### src/rtl/ufw_pkg.sv
/*
  Shared constants and carrier types for the USB FIFO bridge power,
  wake and parallel I/O control block.
  Assumes a single 20 MHz clock and an AHB-Lite register port.
*/
package ufw_pkg;

  // Clock and timing
  localparam int CLK_HZ = 20_000_000;
  localparam int POR_HOLD_MS = 5;
  localparam int POR_HOLD_CYC = POR_HOLD_MS * (CLK_HZ / 1000);
  localparam int MS_PERIOD_MS = 1;
  localparam int MS_CYC = MS_PERIOD_MS * (CLK_HZ / 1000);

  // Register byte offsets
  localparam logic [4:0] OFS_CTRL = 5'h00;
  localparam logic [4:0] OFS_TMO = 5'h04;
  localparam logic [4:0] OFS_PRESC = 5'h08;
  localparam logic [4:0] OFS_DIR = 5'h0C;
  localparam logic [4:0] OFS_DATA = 5'h10;
  localparam logic [4:0] OFS_STAT = 5'h14;
  localparam logic [4:0] OFS_CFG = 5'h18;

  // Field positions
  localparam int CTRL_BB_EN = 0;
  localparam int STAT_SUSP = 0;
  localparam int STAT_SUPN = 1;
  localparam int STAT_PEND = 2;
  localparam int STAT_POR = 3;
  localparam int STAT_TEST = 4;
  localparam int STAT_PIN = 8;

  // Reset values and timeout floor
  localparam logic [7:0] TMO_RST = 8'h10;
  localparam logic [7:0] TMO_MIN = 8'h01;
  localparam logic [15:0] PRESC_RST = 16'h0000;
  localparam logic [7:0] DIR_RST = 8'hFF;

  // Options held in the configuration ROM
  typedef struct packed {
    logic usb2_desc;
    logic bleed_en;
    logic iso_mode;
    logic remote_wake;
  } ufw_cfg_t;

  localparam ufw_cfg_t CFG_DEFAULT = '{default: 1'b0};

  // Entire register state of the control block
  typedef struct packed {
    logic bb_en;
    logic [7:0] tmo;
    logic [15:0] presc;
    logic [7:0] bb_dir;
    logic [7:0] bb_byte;
    logic bb_pend;
    logic [7:0] bb_out;
    logic [15:0] pre_cnt;
    logic [14:0] ms_cnt;
    logic [7:0] tmo_cnt;
    logic [16:0] por_cnt;
    logic por_done;
    logic strobe_q;
    logic flush;
    logic resume;
    logic sup_n;
    logic bleed;
    logic [7:0] pin_o;
    logic [7:0] pin_oe;
    logic dph;
    logic dwr;
    logic [4:0] daddr;
    logic [31:0] rdata;
  } ufw_state_t;

endpackage : ufw_pkg

### src/rtl/ufw_ctrl.sv
/*
  Power, reset, wake/flush strobe, transmit timeout and parallel I/O
  control of a USB to parallel FIFO bridge, with an AHB-Lite port.
  Assumes the USB engine, FIFO handshake logic and ROM reader sit
  outside and exchange the level and pulse signals below.
*/
`timescale 1ns/1ps
// Behaviour
// - Reset from power-on and external clear
// - Drive clear output from internal reset
// - Supply switch high in suspend or off
// - Bleed option pulls FIFO lines low in suspend or off
// - Strobe in suspend requests resume
// - Strobe outside suspend flushes host data
// - Option bit selects isochronous transfers
// - Timeout flush, 1 to 255 ms
// - Host switches data lines to I/O
// - Bytes presented at prescaled timer rate
// - Return to FIFO mode without reset
// - Built-in defaults without configuration ROM
// - ROM free to others during reset
// - Option selects USB 2.0 descriptor
// - No serial number without valid ROM
// - Clear output low about 5 ms
module ufw_ctrl #(
  parameter int POR_CYC = ufw_pkg::POR_HOLD_CYC,
  parameter int MS_CYC = ufw_pkg::MS_CYC
) (
  input wire logic clk,
  input wire logic reset,
  input wire logic ext_clear_n,
  output logic por_clear_out_n,
  input wire logic test_mode,
  input wire logic hsel,
  input wire logic [1:0] htrans,
  input wire logic [31:0] haddr,
  input wire logic hwrite,
  input wire logic [2:0] hsize,
  input wire logic [31:0] hwdata,
  input wire logic hready,
  output logic hreadyout,
  output logic hresp,
  output logic [31:0] hrdata,
  input wire logic usb_suspend,
  input wire logic usb_configured,
  input wire logic tx_residual,
  input wire logic tx_activity,
  output logic flush_req,
  output logic resume_req,
  output logic supply_switch_n,
  output logic bleed_pd_en,
  input wire logic flush_wake_strobe,
  input wire logic [7:0] fifo_d_o,
  input wire logic fifo_d_oe,
  output logic [7:0] fifo_d_i,
  output logic bb_active,
  input wire logic [7:0] pin_d_i,
  output logic [7:0] pin_d_o,
  output logic [7:0] pin_d_oe,
  input wire logic cfg_rom_valid,
  input wire ufw_pkg::ufw_cfg_t cfg_rom_opts,
  output logic cfg_rom_release,
  output logic iso_mode,
  output logic usb2_desc,
  output logic serial_num_en
);

  ufw_pkg::ufw_state_t st_reg;
  ufw_pkg::ufw_state_t st_next;
  ufw_pkg::ufw_cfg_t cfg;
  logic [9:0] sync_q;
  logic clr_s;
  logic strobe_s;
  logic [7:0] pin_s;
  logic rst_int;
  logic addr_ok;
  logic stall;
  logic wr_now;
  logic ms_tick;
  logic pre_tick;
  logic strobe_fall;
  logic [31:0] rd_val;

  // Bus write decode and read forwarding
  logic addr_in;
  logic wr_ctrl;
  logic wr_tmo;
  logic wr_presc;
  logic wr_dir;
  logic [7:0] tmo_wval;
  logic bb_en_v;
  logic [7:0] tmo_v;
  logic [15:0] presc_v;
  logic [7:0] dir_v;

  // Pins from outside the clock domain pass two flops
  ufw_sync #(
    .W(10),
    .RST_VAL(10'h3FF)
  ) u_sync (
    .clk(clk),
    .reset(reset),
    .async_in({ext_clear_n, flush_wake_strobe, pin_d_i}),
    .sync_out(sync_q)
  );

  assign clr_s = sync_q[9];
  assign strobe_s = sync_q[8];
  assign pin_s = sync_q[7:0];

  // Power-on reset or external clear both reset the logic
  assign rst_int = reset | ~clr_s;

  // Options from the ROM only when it reads back valid
  always_comb begin
    if (cfg_rom_valid) begin
      cfg = cfg_rom_opts;
    end else begin
      cfg = ufw_pkg::CFG_DEFAULT;
    end
  end

  // Timebases: millisecond tick and parallel I/O prescaler
  assign ms_tick = st_reg.ms_cnt == 15'(MS_CYC - 1);
  assign pre_tick = st_reg.pre_cnt == st_reg.presc;

  // Synchronised strobe, high-to-low only once per strobe
  assign strobe_fall = st_reg.strobe_q & ~strobe_s;

  // Bus handshake: a data write stalls while a byte waits
  assign stall = st_reg.dph & st_reg.dwr & st_reg.bb_pend &
                 (st_reg.daddr == ufw_pkg::OFS_DATA);
  assign wr_now = st_reg.dph & st_reg.dwr & ~stall;
  assign addr_ok = hsel & htrans[1] & hready;

  // Only the low 32 bytes decode; anything above reads 0, writes drop
  assign addr_in = haddr[31:5] == 27'h0000000;

  // Decode of the write whose data phase ends this cycle
  assign wr_ctrl = wr_now & (st_reg.daddr == ufw_pkg::OFS_CTRL);
  assign wr_tmo = wr_now & (st_reg.daddr == ufw_pkg::OFS_TMO);
  assign wr_presc = wr_now & (st_reg.daddr == ufw_pkg::OFS_PRESC);
  assign wr_dir = wr_now & (st_reg.daddr == ufw_pkg::OFS_DIR);

  // Zero is out of range, clamp to the 1 ms floor
  always_comb begin
    if (hwdata[7:0] == 8'h00) begin
      tmo_wval = ufw_pkg::TMO_MIN;
    end else begin
      tmo_wval = hwdata[7:0];
    end
  end

  // A read right behind a write must see the new value, not the old
  always_comb begin
    bb_en_v = st_reg.bb_en;
    tmo_v = st_reg.tmo;
    presc_v = st_reg.presc;
    dir_v = st_reg.bb_dir;
    if (wr_ctrl) begin
      bb_en_v = hwdata[ufw_pkg::CTRL_BB_EN];
    end
    if (wr_tmo) begin
      tmo_v = tmo_wval;
    end
    if (wr_presc) begin
      presc_v = hwdata[15:0];
    end
    if (wr_dir) begin
      dir_v = hwdata[7:0];
    end
  end

  // Read mux, sampled in the address phase
  always_comb begin
    rd_val = 32'h0000_0000;
    unique case (haddr[4:0])
      ufw_pkg::OFS_CTRL: rd_val[ufw_pkg::CTRL_BB_EN] = bb_en_v;
      ufw_pkg::OFS_TMO: rd_val[7:0] = tmo_v;
      ufw_pkg::OFS_PRESC: rd_val[15:0] = presc_v;
      ufw_pkg::OFS_DIR: rd_val[7:0] = dir_v;
      ufw_pkg::OFS_DATA: rd_val[7:0] = pin_s;
      ufw_pkg::OFS_STAT: begin
        rd_val[ufw_pkg::STAT_SUSP] = usb_suspend;
        rd_val[ufw_pkg::STAT_SUPN] = st_reg.sup_n;
        rd_val[ufw_pkg::STAT_PEND] = st_reg.bb_pend;
        rd_val[ufw_pkg::STAT_POR] = st_reg.por_done;
        rd_val[ufw_pkg::STAT_TEST] = test_mode;
        rd_val[ufw_pkg::STAT_PIN +: 8] = pin_s;
      end
      ufw_pkg::OFS_CFG: rd_val[4:0] = {cfg_rom_valid, cfg};
      default: rd_val = 32'h0000_0000;
    endcase
    if (!addr_in) begin
      rd_val = 32'h0000_0000;
    end
  end

  // Next-state function of the whole block
  always_comb begin
    st_next = st_reg;
    st_next.flush = 1'b0;
    st_next.resume = 1'b0;
    st_next.strobe_q = strobe_s;

    // Hold clear out low for the set time after release
    if (!st_reg.por_done) begin
      if (st_reg.por_cnt == 17'(POR_CYC - 1)) begin
        st_next.por_done = 1'b1;
      end else begin
        st_next.por_cnt = st_reg.por_cnt + 17'h00001;
      end
    end

    // Free-running millisecond divider
    if (ms_tick) begin
      st_next.ms_cnt = 15'h0000;
    end else begin
      st_next.ms_cnt = st_reg.ms_cnt + 15'h0001;
    end

    // Bus: capture address phase, apply data phase write
    if (hready) begin
      st_next.dph = addr_ok;
      st_next.dwr = addr_ok & hwrite & addr_in;
      st_next.daddr = haddr[4:0];
      if (addr_ok && !hwrite) begin
        st_next.rdata = rd_val;
      end
    end
    if (wr_now) begin
      unique case (st_reg.daddr)
        ufw_pkg::OFS_CTRL: begin
          st_next.bb_en = hwdata[ufw_pkg::CTRL_BB_EN];
        end
        ufw_pkg::OFS_TMO: begin
          st_next.tmo = tmo_wval;
        end
        ufw_pkg::OFS_PRESC: st_next.presc = hwdata[15:0];
        ufw_pkg::OFS_DIR: st_next.bb_dir = hwdata[7:0];
        ufw_pkg::OFS_DATA: begin
          st_next.bb_byte = hwdata[7:0];
          st_next.bb_pend = 1'b1;
        end
        default: st_next.bb_en = st_reg.bb_en;
      endcase
    end

    // Prescaled pacing of bytes onto the data lines
    if (pre_tick) begin
      st_next.pre_cnt = 16'h0000;
    end else begin
      st_next.pre_cnt = st_reg.pre_cnt + 16'h0001;
    end
    if (st_reg.bb_en && st_reg.bb_pend && pre_tick) begin
      st_next.bb_out = st_reg.bb_byte;
      st_next.bb_pend = 1'b0;
    end
    // Leaving I/O mode drops any byte not yet shown
    if (!st_reg.bb_en) begin
      st_next.bb_pend = wr_now & (st_reg.daddr == ufw_pkg::OFS_DATA);
      st_next.pre_cnt = 16'h0000;
    end

    // Strobe: resume in suspend, flush otherwise
    if (strobe_fall) begin
      if (usb_suspend) begin
        st_next.resume = cfg.remote_wake;
      end else begin
        st_next.flush = 1'b1;
      end
    end

    // Residual host-bound data flushed after timeout
    if (!tx_residual || tx_activity || st_next.flush) begin
      st_next.tmo_cnt = 8'h00;
    end else if (ms_tick) begin
      if (st_reg.tmo_cnt + 8'h01 >= st_reg.tmo) begin
        st_next.flush = 1'b1;
        st_next.tmo_cnt = 8'h00;
      end else begin
        st_next.tmo_cnt = st_reg.tmo_cnt + 8'h01;
      end
    end

    // Supply switch marks suspend and unpowered periphery
    st_next.sup_n = usb_suspend | ~usb_configured;
    st_next.bleed = cfg.bleed_en & st_next.sup_n;

    // Data line drivers; bleeding wins, then I/O mode
    if (st_next.bleed) begin
      st_next.pin_o = 8'h00;
      st_next.pin_oe = 8'h00;
    end else if (st_next.bb_en) begin
      st_next.pin_o = st_next.bb_out;
      st_next.pin_oe = st_next.bb_dir;
    end else begin
      st_next.pin_o = fifo_d_o;
      st_next.pin_oe = {8{fifo_d_oe}};
    end
  end

  // Register update; clear values cover power-on and external clear
  always_ff @(posedge clk) begin
    if (rst_int) begin
      st_reg <= '0;
      st_reg.tmo <= ufw_pkg::TMO_RST;
      st_reg.presc <= ufw_pkg::PRESC_RST;
      st_reg.bb_dir <= ufw_pkg::DIR_RST;
      // Strobe idles high, so no false edge follows a clear
      st_reg.strobe_q <= 1'b1;
      st_reg.sup_n <= 1'b1;
    end else begin
      st_reg <= st_next;
    end
  end

  // Outputs
  assign por_clear_out_n = st_reg.por_done;
  assign cfg_rom_release = ~st_reg.por_done;
  // Wait state only while a byte is still queued
  assign hreadyout = ~stall;
  // Every transfer answers OKAY
  assign hresp = 1'b0;
  assign hrdata = st_reg.rdata;
  assign flush_req = st_reg.flush;
  assign resume_req = st_reg.resume;
  assign supply_switch_n = st_reg.sup_n;
  assign bleed_pd_en = st_reg.bleed;
  // FIFO engine sees the synchronised pins
  assign fifo_d_i = pin_s;
  assign bb_active = st_reg.bb_en;
  assign pin_d_o = st_reg.pin_o;
  assign pin_d_oe = st_reg.pin_oe;
  // Options are read live so a late ROM load still applies
  assign iso_mode = cfg.iso_mode;
  assign usb2_desc = cfg.usb2_desc;
  assign serial_num_en = cfg_rom_valid;

endmodule : ufw_ctrl

### src/rtl/ufw_sync.sv
/*
  Two-stage synchroniser for a group of asynchronous inputs.
  Assumes the inputs change freely relative to clk.
*/
`timescale 1ns/1ps
module ufw_sync #(
  parameter int W = 10,
  parameter logic [W-1:0] RST_VAL = '0
) (
  input wire logic clk,
  input wire logic reset,
  input wire logic [W-1:0] async_in,
  output logic [W-1:0] sync_out
);

  typedef struct packed {
    logic [W-1:0] s1;
    logic [W-1:0] s2;
  } ufw_sync_t;

  ufw_sync_t st_reg;
  ufw_sync_t st_next;

  // First stage feeds only the second stage
  always_comb begin
    st_next.s1 = async_in;
    st_next.s2 = st_reg.s1;
  end

  always_ff @(posedge clk) begin
    if (reset) begin
      st_reg <= '{s1: RST_VAL, s2: RST_VAL};
    end else begin
      st_reg <= st_next;
    end
  end

  assign sync_out = st_reg.s2;

endmodule : ufw_sync

### config.mk
export PLATFORM = sky130hd
export DESIGN_NAME = ufw_ctrl
export DESIGN_NICKNAME = d
export VERILOG_FILES = /design/src/rtl/ufw_pkg.sv /design/src/rtl/ufw_ctrl.sv /design/src/rtl/ufw_sync.sv
export SDC_FILE = /design/constraint.sdc
export NUM_CORES = 1
export LEC_CHECK = 0
export ABC_AREA = 1
export CORE_ASPECT_RATIO = 1.4
export CORE_MARGIN = 1.5
export CORE_UTILIZATION = 65
export CTS_BUF_LIST = sky130_fd_sc_hd__clkbuf_4
export CTS_CLUSTER_SIZE = 24
export DETAILED_ROUTE_END_ITERATION = 10
export DONT_BUFFER_PORTS = 1
export PLACE_DENSITY = 0.9
export SETUP_SLACK_MARGIN = 0.3
export SYNTH_ARGS = -nofsm -noshare
export SYNTH_HDL_FRONTEND = slang
export SYNTH_SLANG_ARGS = --single-unit
### constraint.sdc
create_clock -name clk -period 2.4 [get_ports clk]
set_input_delay 0.12 -clock clk [delete_from_list [all_inputs] [get_ports clk]]
set_output_delay 0.12 -clock clk [all_outputs]
set_load 0.05 [all_outputs]
Yosys cells after proc, flatten, opt, wreduce, memory -nomap -nowiden. Cells that the tools add are included.

$add $sub $neg: 4. Magnitude comparators: 1. Equal/unequal tests: 15. Mux-type cells: 29. Bitwise logic cells: 26. Reductions and logical operators: 22.

Operators with widths (number): $mux W16 (4); $mux W8 (6); $mux W42 (1); $logic_not A27 Y1 (1); $pmux W4 S6 (1); $eq A5 B4 Y1 const B (4); $eq A5 B5 Y1 const B (4); $mux W9 (2); $add A17 B1 Y17 const B (1); $eq A17 B17 Y1 const B (1); $add A16 B1 Y16 const B (1); $eq A16 B16 Y1 (1); $pmux W8 S2 (1); $add A15 B1 Y15 const B (1); $and A1 B1 Y1 (15); $eq A15 B15 Y1 const B (1); $pmux W3 S4 (1); $reduce_and A2 Y1 (6); $eq A5 B3 Y1 const B (2); $logic_not A5 Y1 (2); $mux W1 (10); $not A1 Y1 (9); $add A8 B1 Y8 const B (1); $ge A8 B8 Y1 (1); 11 further kinds (20).

Register bits after elaboration: 187. Input port bits: 103. Output and inout port bits: 68. Word-level logic and storage cells: 122.

Logic depth before layout (Yosys ltp). Gate-level depths: netlist (run 1).

Word-level depth: 9. Gate-level depth with buffers: 14. Gate-level depth less buffers: 14.

Cells and area by module. A second synthesis (run 1) with hierarchy kept.

Cells, all modules: 1189. Area, all modules: 8433.1 µm².

Modules (own cells, without submodules): ufw_ctrl (instances 1, cells each 1126, area an instance 7853.8 µm², sequential area each 3022.9 µm²); ufw_sync (instances 1, cells each 63, area an instance 579.3 µm², sequential area each 400.4 µm²).

Worst setup path before layout (run 1). No wires, ideal clock.

Path type: register to register. Start: reg st_reg[78] (netlist bit). End: reg st_reg[79] (netlist bit). Library setup time: 0.070 ns. Arrival time: 2.018 ns. Data required time: 2.330 ns. Path slack: 0.312 ns. Stages on the path, launching flop included: 13. Path buffers: 0. Period minus slack after synthesis: 2.088 ns. Cells stage by stage: dfxtp_1 ha_1 nand3_1 nor3b_1 xor2_1 ha_1 nand2_1 nor2_1 nand4_1 o2111ai_1 nor2_2 nand2_1 a21oi_1.

Word-level cells in the longest chain between the ends: 3.

RTL lines: start: declaration (line ufw_ctrl.sv:68) `ufw_pkg::ufw_state_t st_reg;`; start signal: assignment (line ufw_ctrl.sv:314) `st_reg <= st_next;`; $add A8 B1 Y8 * (line ufw_ctrl.sv:278, ufw_ctrl.sv:282); $ge A8 B8 Y1 (line ufw_ctrl.sv:278) `if (st_reg.tmo_cnt + 8'h01 >= st_reg.tmo) begin`; $mux W8 * (line ufw_ctrl.sv:278).

Mark *: on every way between the ends. The rest lies on a longest branch, timed or not. A chain may end at the register's enable or synchronous reset.

Worst setup path after layout (run 1).
Start: reg st_reg[78] (netlist bit). End: reg st_reg[85] (netlist bit).

Same word-level chain as after synthesis.

==> Flow_metrics.wiki, run 1 <==
{| class="wikitable"
! Metric !! Value
|-
| Filler Cells Inserted || 906
|-
| Share of post-route cells with drive strength above 1 || 12.02%
|-
| Time the worst path needs with I/O delays and setup || 2.322 ns
|-
| Clk sink count || 171
|-
| Type of the tightest min-delay check || input port to flip-flop
|-
| Area leader, netlist || dfxtp_1
|-
| Crit path buf inv count || 2
|-
| Most Frequent Cell on Critical Path || nor2_2
|-
| Post-route worst setup slack || 0.07783 ns
|-
| Slowest library cell on the worst path || dfxtp_4
|-
| Logic gate share of total power || 7.6%
|-
| Leading register cell type out of synthesis || dfxtp_1
|-
| First-pass GRT wire length || 34.93 mm
|-
| Top cell types by occurrence after synthesis || nand2_1 (294), dfxtp_1 (171), inv_1 (118)
|-
| DRC violations left || 0
|-
| Number of levels the H-tree was split into || 4
|-
| Number of pins with negative max-slew slack in the final report || 0
|-
| Final worst clock skew || 0.03069 ns
|-
| Port buffer count || 0
|-
| Critical Path, Cell by Cell || inv_4, nor2_4, nand4_1, nor2_2, xor2_2, ha_1, nand2_2, nor2_2, nand4_1, o2111ai_2, nor2_2, buf_6, nand2_2, a21oi_1
|-
| Largest stage delay, worst path || 0.41 ns
|-
| P per Cell Area || 558.4 nW/µm²
|-
| Clock-pin slew reported for the worst setup and hold paths after clock tree synthesis || 0.15 ns
|-
| Fraction of power spent switching nets || 27.31%
|-
| Internal power of the cells || 3882 µW
|-
| Critical Path End Type || flip-flop
|-
| Unrepaired setup endpoints after global routing || yes
|-
| Leakage power figure || 0.004007 µW
|-
| Average detailed-routed wire length per instance || 16.52 µm
|-
| Synthesized area divided by synthesized cell count || 7.168 µm²
|-
| Synth async-reset ratio || 0%
|-
| Count of endpoints failing setup in the final report || 0
|-
| Global-route total usage across every layer || 32.51%
|-
| Overall power after layout || 5341 µW
|-
| Maximum number of pins on one net before global-route repair || 71
|-
| Number of ports placed on the die boundary || 171
|-
| Site row count || 49
|-
| Worst-margin pin slew || 0.7772 ns
|-
| Cell with the most instances after synthesis || nand2_1
|-
| Clock tree from TritonCTS || done
|-
| CP arrival || 2.80 ns
|-
| Detailed-placement wirelength estimate || 13.95 mm
|-
| Grt ovf || 0
|-
| Die Outline Area || 13650 µm²
|-
| DRC marker count from the first detailed-route iteration || 746
|-
| Number of routed nets with antenna violations || 0
|-
| Total via count in the routed design || 8078
|-
| Total iterations of the first detailed-routing run || 6
|-
| Netlist Area Pre-Place || 8416 µm²
|-
| Cells after synthesis || 1174
|-
| Required time at the endpoint of the critical path || 2.88 ns
|-
| Initial core utilization || 65.99%
|-
| Area taken by flip-flops and latches || 3436 µm²
|-
| Relative contribution of sequential cells to total power || 56.0%
|-
| Fraction of post-synthesis cell area in the top cell type by area || 40.68%
|-
| CTS Buf Count || 17
|-
| Kind of start point of the critical path || flip-flop
|-
| Via-to-Cell Ratio || 5.795
|-
| Distinct cell type count after synthesis || 40
|-
| Main area contributors after synthesis || dfxtp_1 (41%), nand2_1 (13%), a21oi_1 (5.7%), buf_4 (5.4%), inv_1 (5.3%)
|-
| Number of synthesized register bits || 171
|-
| Multi-input logic area || 4165 µm²
|-
| Placement Setup Slack || -0.03088 ns
|-
| Crit share post-route || 96.76%
|-
| Sequential element share of the synthesized area || 40.68%
|-
| Worst skew pair latency || 0.58 ns
|-
| Final net count || 1342
|-
| Number of warnings printed during yosys synthesis || 0
|-
| VDD IR-drop max || 0.3712 mV
|-
| Maximum net fanout on the critical path || 4
|-
| Max FFs per register || 113
|-
| Clock share of power || 36.4%
|-
| Total wire length || 23.03 mm
|-
| Net switching power || 1458 µW
|-
| Count of final hold-check violations || 0
|-
| Number of non-filler instances in the completed layout || 1394
|-
| CORE AREA || 12750 µm²
|-
| Critical Setup Path Class || flip-flop to flip-flop
|-
| Kind of cell adding the most delay to the critical path || simple AND/OR/NAND/NOR gates
|-
| Worst slew margin relative to its limit || 48.19%
|-
| Outcome || finished, final reports clean
|-
| Overall die height || 137.6 µm
|-
| DIE WIDTH || 99.17 µm
|-
| Buffer depth of the longest clock path || 2
|-
| Clock root cell || clkbuf_4
|-
| Highest clock rate || 0.4306 GHz
|-
| Area delta synth->final || 13.65%
|-
| Initial antenna violation count || 1
|-
| Count of max-cap constraint violations || 0
|-
| Vias in the first global route || 7407
|-
| Count of flip-flops with a built-in enable after synthesis || 0
|-
| Dpl cells || 1267
|-
| Final GP Congestion || 1.013
|-
| Accumulated negative setup slack || 0 ns
|}
-- layout make-up --
class / instances / share of cell area (%)
sequential: 171 / 35.92
inverter: 124 / 4.893
clock buffer: 18 / 1.413
tap: 153 / 2.002
multi-input combinational: 809 / 43.55
timing repair buffer: 104 / 10.07
clock inverter: 14 / 2.119
antenna: 1 / 0.02616
-- path summary, 6_finish.rpt --
path                                  from  cells after the start    endpoint  slack (ns)
worst max-delay path            st_reg[78]                     14  st_reg[85]        0.08
worst min-delay path              haddr[4]                      5   hrdata[7]        0.03
worst max register to register  st_reg[78]                     14  st_reg[85]        0.08
worst min register to register  st_reg[86]                      1  st_reg[86]        0.42
-- power groups by stage --
stage               Sequential (µW)  Combinational [µW]  Clock [µW]
floorplan                      2970                 363           0
global placement               3050                 273           0
CTS                            2990                 371        1940
global route                   3000                 430        2060
detailed placement             3050                 279           0
finish                         2990                 404        1940
-- layout by cell type, fill, tap and decap left out, types with 5 or more instances in the layout --
cell type,netlist,routed
nand2_1,294,288
conb_1,1,17
o21bai_1,5,5
inv_1,118,116
a21oi_1,96,94
o21ai_0,39,39
nor2_2,9,13
xor2_1,19,17
inv_6,0,6
xnor2_1,18,18
inv_2,4,5
nand2_2,3,5
nand4_1,44,44
nor3_1,17,17
nor4_1,5,5
buf_4,61,34
or2_2,20,20
dlygate4sd3_1,0,66
o21ai_1,21,20
clkbuf_4,0,18
dfxtp_1,171,167
nor2_1,97,92
ha_1,12,11
nand3_1,61,60
-- logic make-up (layout without fill, tap and decap cells) --
family / Yosys count / count (layout) / synth area share, %
buffers and inverters: 212 / 260 / 12.47
adder cells (fa/ha/maj): 12 / 12 / 1.784
XOR/XNOR: 37 / 37 / 3.851
other: 1 / 18 / 0.04456
flip-flops: 171 / 171 / 40.68
AO/OA/AOI/OAI: 170 / 170 / 10.50
AND/OR/NAND/NOR: 571 / 573 / 30.67
-- layer usage --
metal,part of all wire [%],vias up,global-route usage [%]
met1,36,3651,34.38
li1,-,3835,-
met4,5.9,0,19.80
met2,50,473,58.85
met3,8.7,119,7.204
met5,0,-,0
-- per-stage QoR --
| stage | hold WS, ns | area, µm² | utilization, % |
|---|---|---|---|
| 2_1_floorplan | 0.2066 | 8476 | - |
| 3_3_place_gp | 0.2094 | 8175 | 64.11 |
| 3_5_place_dp | 0.2139 | 8175 | 64.11 |
| 4_1_cts | 0.01255 | 9324 | 73.12 |
| 5_1_grt | 0.05276 | 9564 | 75.00 |
| 6_report | 0.02560 | 9564 | 75.00 |
-- worst min-delay path, stage by stage --
cell	delay, ns
nor2_1	0.11
nand3_1	0.11
nand2_1	0.05
o21ai_1	0.11
a21oi_1	0.07
-- repair_timing --
| item | 4_1_cts | 5_1_grt |
|---|---|---|
| hold buffers | 66 | 0 |
| gates resized for setup | 19 | 23 |
| pin swaps | 8 | 17 |
| endpoints found under the setup margin | 9 | 35 |
| cloned | 0 | 2 |
| hold endpoints to repair | 110 | 0 |
| buffers inserted | 11 | 15 |
Note: power is estimated with default switching activity, not from simulation.
==> run 2: changes to the inputs <==
HOLD_SLACK_MARGIN = 0.1   (was not set)
==> run 2 against run 1 <==
Against the previous run:
- combinational power rose by 5.0%
- global-route usage down 0.14 points
- non-clock buffer count up 10
- highest routed layer unchanged
- final area grew 0.80%
- utilization grew 0.60 points
- critical endpoint unchanged
- sequential share of layout area decreased by 0.28 points
- die area unchanged
- worst hold slack gained 0.097 ns
- critical path depth did not move
- power up 0.53%
==> Flow_metrics.wiki, run 2 (synthesis gave the netlist of run 1 again) <==
{| class="wikitable"
! Metric !! Value
|-
| Worst-case hold path end point || hrdata[4]
|-
| Buffer depth of the longest clock path || 2
|-
| Worst r2r src || st_reg[78]
|-
| Worst Hold Launch || cfg_rom_valid
|-
| Final GP Congestion || 1.013
|-
| Vias in the first global route || 7389
|-
| Outcome || finished, final reports clean
|-
| Initial antenna violation count || 2
|-
| Required time at the endpoint of the critical path || 2.90 ns
|-
| First-pass GRT wire length || 34.68 mm
|-
| DRC marker count from the first detailed-route iteration || 768
|-
| Number of pins with negative max-slew slack in the final report || 0
|-
| Clock root cell || clkbuf_4
|-
| Critical Path End Type || flip-flop
|-
| Leakage power figure || 0.004041 µW
|-
| Crit share post-route || 96.93%
|-
| Clock-pin slew reported for the worst setup and hold paths after clock tree synthesis || 0.16 ns
|-
| CORE AREA || 12750 µm²
|-
| Clock tree from TritonCTS || done
|-
| Worst slew margin relative to its limit || 48.41%
|-
| CTS Buf Count || 17
|-
| Port buffer count || 0
|-
| Register-to-register path setup slack || 0.07 ns
|-
| Worst-margin pin slew || 0.7738 ns
|-
| Initial core utilization || 65.99%
|-
| Average detailed-routed wire length per instance || 16.20 µm
|-
| Total via count in the routed design || 8106
|-
| Via-to-Cell Ratio || 5.778
|-
| Worst skew pair latency || 0.59 ns
|-
| DIE WIDTH || 99.17 µm
|-
| Maximum number of pins on one net before global-route repair || 71
|-
| Endpoint of the worst register-to-register path || st_reg[85]
|-
| Area delta synth->final || 14.56%
|-
| Leading cell types in the layout, fill and taps excluded || nand2_1 (288), dfxtp_1 (167), inv_1 (114)
|-
| Highest clock rate || 0.4299 GHz
|-
| Final worst hold slack || 0.1225 ns
|-
| Number of routed nets with antenna violations || 0
|-
| Global-route total usage across every layer || 32.37%
|-
| Most common cell after layout, fill and taps aside || nand2_1
|-
| Kind of start point of the critical path || flip-flop
|-
| Total wire length || 22.73 mm
|-
| Number of ports placed on the die boundary || 171
|-
| Overall die height || 137.6 µm
|-
| Filler Cells Inserted || 895
|-
| Clk sink count || 171
|-
| Multi-input logic area || 4139 µm²
|-
| Time the worst path needs with I/O delays and setup || 2.326 ns
|-
| Maximum net fanout on the critical path || 4
|-
| Number of levels the H-tree was split into || 4
|-
| Type of the tightest min-delay check || input port to flip-flop
|-
| Worst hold path stage count || 6
|-
| P per Cell Area || 556.9 nW/µm²
|-
| Area taken by flip-flops and latches || 3436 µm²
|-
| Final worst clock skew || 0.03236 ns
|-
| Count of final hold-check violations || 0
|-
| DRC violations left || 0
|-
| VDD IR-drop max || 0.3915 mV
|-
| Placement Setup Slack || -0.03088 ns
|-
| Detailed-placement wirelength estimate || 13.95 mm
|-
| Site row count || 49
|-
| Share of post-route cells with drive strength above 1 || 11.62%
|-
| Count of max-cap constraint violations || 0
|-
| Count of endpoints failing setup in the final report || 0
|-
| Number of cell instances on the worst register-to-register path || 14
|-
| CP arrival || 2.83 ns
|-
| Critical Setup Path Class || flip-flop to flip-flop
|-
| Total iterations of the first detailed-routing run || 8
|-
| Grt ovf || 0
|-
| Die Outline Area || 13650 µm²
|-
| Final net count || 1350
|-
| Post-route worst setup slack || 0.07368 ns
|-
| Unrepaired setup endpoints after global routing || yes
|-
| Max FFs per register || 113
|-
| Accumulated negative setup slack || 0 ns
|}
run 2: cell types whose count changed in the layout (fill, tap and decap cells not counted), sizes merged:
cell / delta
inv: -1
clkbuf: -1
dlygate4sd3: +14
clkinvlp: +1
buf: -3
diode: +1
nand3: -2
run 2: layout make-up:
| cell class | instances | area share, % |
|---|---|---|
| multi-input combinational | 807 | 42.93 |
| clock inverter | 14 | 2.103 |
| inverter | 124 | 4.893 |
| antenna | 2 | 0.05191 |
| timing repair buffer | 114 | 10.99 |
| clock buffer | 18 | 1.402 |
| sequential | 171 | 35.64 |
| tap | 153 | 1.986 |
run 2: worst max path at each step:
stage | endpoint | cells after the start | from
final | st_reg[85] | 14 | st_reg[78]
after global routing | st_reg[85] | 14 | st_reg[78]
after CTS | st_reg[84] | 13 | st_reg[78]
after detailed placement | st_reg[85] | 12 | st_reg[78]
after global placement | st_reg[85] | 12 | st_reg[78]
after floorplan | st_reg[79] | 12 | st_reg[78]
run 2: routing by layer:
layer  routed length [µm]  part of all wire, %  track usage (%)  vias to the layer above
li1                     -                    -                -                     3839
met1                 7927                   35            34.30                     3648
met2                11380                   50            58.85                      489
met3                 1977                  8.7            7.255                      130
met4                 1442                  6.3            18.86                        0
met5                    0                    0                0                        -
run 2: timing repair:
action / 4_1_cts / 5_1_grt
resized for setup: 19 / 22
pin swaps: 8 / 16
setup endpoints to repair: 9 / 47
endpoints found under the hold margin: 113 / 0
setup buffers: 11 / 11
hold buffers: 80 / 0
run 2: stage by stage:
step | total power, µW | cells | instance area [µm²] | util, %
floorplan | 3336 | 1190 | 8476 | -
global placement | 3327 | 1267 | 8175 | 64.11
detailed placement | 3334 | 1267 | 8175 | 64.11
CTS | 5318 | 1390 | 9464 | 74.22
global route | 5518 | 1403 | 9641 | 75.60
finish | 5369 | 1403 | 9641 | 75.60
run 2: worst max-delay path, stage by stage, from the launching register on:
cell and delay (ns):
dfxtp_4 0.41, inv_4 0.04, nor2_4 0.11, nand4_1 0.13, nor2_2 0.17, xor2_2 0.17
ha_1 0.30, nand2_2 0.12, nor2_2 0.05, nand4_1 0.09, o2111ai_2 0.16, nor2_2 0.16
buf_6 0.15, nand2_2 0.05, a21oi_1 0.12
run 2: power breakdown:
part	switching, µW	internal, µW
logic	270	154
clock network	1090	860
registers	109	2880
==> run 3: changes to the inputs <==
ABC_AREA = not set   (was 1)
SETUP_SLACK_MARGIN = 0.15   (was 0.3)
clock period = 2.3 ns   (was 2.4 ns; I/O delays follow)
==> run 3 against run 2 <==
Against the previous run:
- the flow now finishes with violations (negative setup slack)
- non-clock buffer count shrank 10
- first-iteration DRC count shrank 32%
- register-to-register slack lost 0.08 ns
- count of clock-buffer cells in the layout shrank 1
- sequential power grew 5%
- highest routed layer unchanged
==> Flow_metrics.wiki, run 3 <==
{| class="wikitable"
! Metric !! Value
|-
| Outcome || finished with violations
|-
| Violations in the final reports || negative setup slack
|-
| Maximum number of pins on one net before global-route repair || 44
|-
| Count of max-cap constraint violations || 0
|-
| Area leader, netlist || dfxtp_1
|-
| Time the worst path needs with I/O delays and setup || 2.310 ns
|-
| Total iterations of the first detailed-routing run || 5
|-
| Net switching power || 1427 µW
|-
| Grt ovf || 0
|-
| Number of non-filler instances in the completed layout || 1036
|-
| Kind of start point of the critical path || flip-flop
|-
| Worst slew margin relative to its limit || 54.23%
|-
| Synth Area in Compound Gates || 7.985%
|-
| Fraction of post-synthesis cell area in the top cell type by area || 45.71%
|-
| Distinct cell type count after synthesis || 55
|-
| Cells after synthesis || 825
|-
| Buffer depth of the longest clock path || 2
|-
| Share of synthesized area spent on multiplexers || 7.234%
|-
| Number of pins with negative max-slew slack in the final report || 0
|-
| Number of ports placed on the die boundary || 171
|-
| Highest clock rate || 0.4329 GHz
|-
| Synth async-reset ratio || 0%
|-
| End-of-flow core utilization || 77.45%
|-
| DIE WIDTH || 93.72 µm
|-
| Clk sink count || 171
|-
| Final worst hold slack || 0.1350 ns
|-
| Leakage power figure || 0.003341 µW
|-
| Overall die height || 130.0 µm
|-
| VDD IR-drop max || 0.4316 mV
|-
| Post-route worst setup slack || -0.01016 ns
|-
| Number of levels the H-tree was split into || 4
|-
| Final worst clock skew || 0.01977 ns
|-
| Top cell types by occurrence after synthesis || dfxtp_1 (171), nor2_1 (118), nand2_1 (68)
|-
| Main area contributors after synthesis || dfxtp_1 (46%), mux2i_1 (7.1%), nor2_1 (5.9%), buf_4 (5.8%), xor2_1 (5.4%)
|-
| Clock share of power || 32.8%
|-
| Count of final hold-check violations || 0
|-
| Cell with the most instances after synthesis || dfxtp_1
|-
| P per Cell Area || 598.7 nW/µm²
|-
| Filler Cells Inserted || 701
|-
| CTS Buf Count || 17
|-
| Count of endpoints failing setup in the final report || 3
|-
| Number of routed nets with antenna violations || 0
|-
| Fraction of power spent switching nets || 27.27%
|-
| Average detailed-routed wire length per instance || 19.74 µm
|-
| Most common cell after layout, fill and taps aside || dfxtp_1
|-
| Adder-cell share of the synthesized area || 2.005%
|-
| Relative contribution of sequential cells to total power || 59.8%
|-
| CP arrival || 2.76 ns
|-
| Clock tree from TritonCTS || done
|-
| Crit share post-route || 100.4%
|-
| Die Outline Area || 12180 µm²
|-
| Multi-input logic area || 3801 µm²
|-
| Clock root cell || clkbuf_4
|-
| Leading register cell type out of synthesis || dfxtp_1
|-
| Max FFs per register || 113
|-
| Required time at the endpoint of the critical path || 2.75 ns
|-
| Via-to-Cell Ratio || 6.201
|-
| Final GP Congestion || 0.8814
|-
| Worst skew pair latency || 0.57 ns
|-
| Dpl cells || 913
|-
| CORE AREA || 11280 µm²
|-
| Worst-margin pin slew || 0.6845 ns
|-
| Area taken by flip-flops and latches || 3438 µm²
|-
| Overall power after layout || 5231 µW
|-
| Share of post-route cells with drive strength above 1 || 14.16%
|-
| Total wire length || 20.46 mm
|-
| Number of synthesized register bits || 171
|-
| Type of the tightest min-delay check || input port to flip-flop
|-
| DRC marker count from the first detailed-route iteration || 521
|-
| Logic gate share of total power || 7.4%
|-
| Detailed-placement wirelength estimate || 13.14 mm
|-
| Number of warnings printed during yosys synthesis || 0
|-
| Port buffer count || 0
|-
| Internal power of the cells || 3805 µW
|-
| Final net count || 992
|-
| Count of flip-flops with a built-in enable after synthesis || 0
|-
| Initial antenna violation count || 1
|-
| Site row count || 46
|-
| Netlist Area Pre-Place || 7490 µm²
|-
| Combinational family with the most area after synthesis || simple AND/OR/NAND/NOR gates
|-
| Total via count in the routed design || 6424
|-
| Initial core utilization || 66.39%
|-
| Unrepaired setup endpoints after global routing || yes
|-
| Synthesized area divided by synthesized cell count || 9.078 µm²
|-
| Critical Setup Path Class || flip-flop to flip-flop
|-
| DRC violations left || 0
|-
| Vias in the first global route || 6180
|-
| First-pass GRT wire length || 29.95 mm
|-
| Clock-pin slew reported for the worst setup and hold paths after clock tree synthesis || 0.15 ns
|-
| Synth Area in Simple Gates || 21.80%
|-
| Sequential element share of the synthesized area || 45.71%
|-
| Critical Path End Type || flip-flop
|-
| Area delta synth->final || 16.66%
|-
| Placement-stage cell area || 7323 µm²
|-
| Maximum net fanout on the critical path || 4
|-
| Leading cell types in the layout, fill and taps excluded || dfxtp_1 (163), nor2_1 (117), dlygate4sd3_1 (80)
|-
| Post-layout instance area || 8737 µm²
|-
| Share of the synthesized netlist area taken by xor and xnor gates || 7.133%
|-
| Global-route total usage across every layer || 31.66%
|}
-- run 3: cell count changes after synthesis, sizes merged, moves of 9 or more --
cell,before,now
nor3,21,9
xor2,19,46
inv,122,11
clkbuf,17,26
a21oi,96,21
buf,71,62
o21ai,60,34
nor4,5,16
mux2i,0,53
nand4,45,14
nor2,109,120
nand3,66,29
and3,0,14
nand2,297,68
-- run 3: critical path, stage by stage, from the launching register on --
cell and delay (ns):
dfxtp_4 0.39, and3_1 0.14, nand3_1 0.14, xnor2_2 0.18, ha_1 0.31, a21o_1 0.17, a221o_1 0.36, a21oi_2 0.15
o21a_1 0.23, o32ai_1 0.12
-- run 3: kinds of logic (layout without fill, tap and decap cells) --
group                    Yosys count  count (layout)
XOR/XNOR                          61              61
other                              1              19
adder cells (fa/ha/maj)           12              12
multiplexers                      54              54
AO/OA/AOI/OAI                     95              96
flip-flops                       171             171
AND/OR/NAND/NOR                  332             332
buffers and inverters             99             147
-- run 3: what timing repair did --
item,4_1_cts,5_1_grt
hold buffers,79,2
pin swaps,6,14
endpoints found under the setup margin,21,51
gates cloned,1,0
resized for setup,8,52
hold endpoints to repair,115,1
buffers inserted,4,4
-- run 3: per-stage QoR --
| step | setup WS, ns | setup TNS [ns] |
|---|---|---|
| global route | -0.1396 | -0.9615 |
| floorplan | 0.1406 | 0 |
| finish | -0.01016 | -0.01809 |
| global placement | -0.04466 | -0.3377 |
| detailed placement | -0.2135 | -1.803 |
| CTS | 0.01622 | 0 |
-- run 3: metal layers --
layer | vias up | global-route usage (%) | part of all wire [%]
li1 | 2867 | - | -
met1 | 3076 | 32.54 | 35
met2 | 385 | 59.80 | 54
met3 | 96 | 7.517 | 7.0
met4 | 0 | 14.66 | 4.4
met5 | - | 0 | 0
-- run 3: path summary, 6_finish.rpt --
path / from / endpoint / slack, ns / cells after the start
worst max-delay path: st_reg[79] / flush_req / -0.01 / 9
worst min-delay path: haddr[3] / hrdata[12] / 0.14 / 6
worst max register to register: st_reg[79] / flush_req / -0.01 / 9
worst min register to register: u_sync.st_next[0] / u_sync.sync_out[0] / 0.43 / 1
-- run 3: cell type report --
type                            instances  share of cell area, %
Multi-Input combinational cell        572                  43.51
Clock inverter                         15                  1.718
Timing Repair Buffer                  104                  11.37
Sequential cell                       171                  39.35
Inverter                               11                 0.4726
Clock buffer                           17                  1.461
Antenna cell                            2                0.05728
Tap cell                              144                  2.062
-- run 3: power by group through the flow --
| stage | clock, µW | sequential [µW] | combinational (µW) |
|---|---|---|---|
| floorplan | 0 | 3100 | 335 |
| global placement | 0 | 3190 | 223 |
| detailed placement | 0 | 3190 | 230 |
| CTS | 1700 | 3120 | 356 |
| global route | 1840 | 3130 | 406 |
| finish | 1720 | 3130 | 386 |
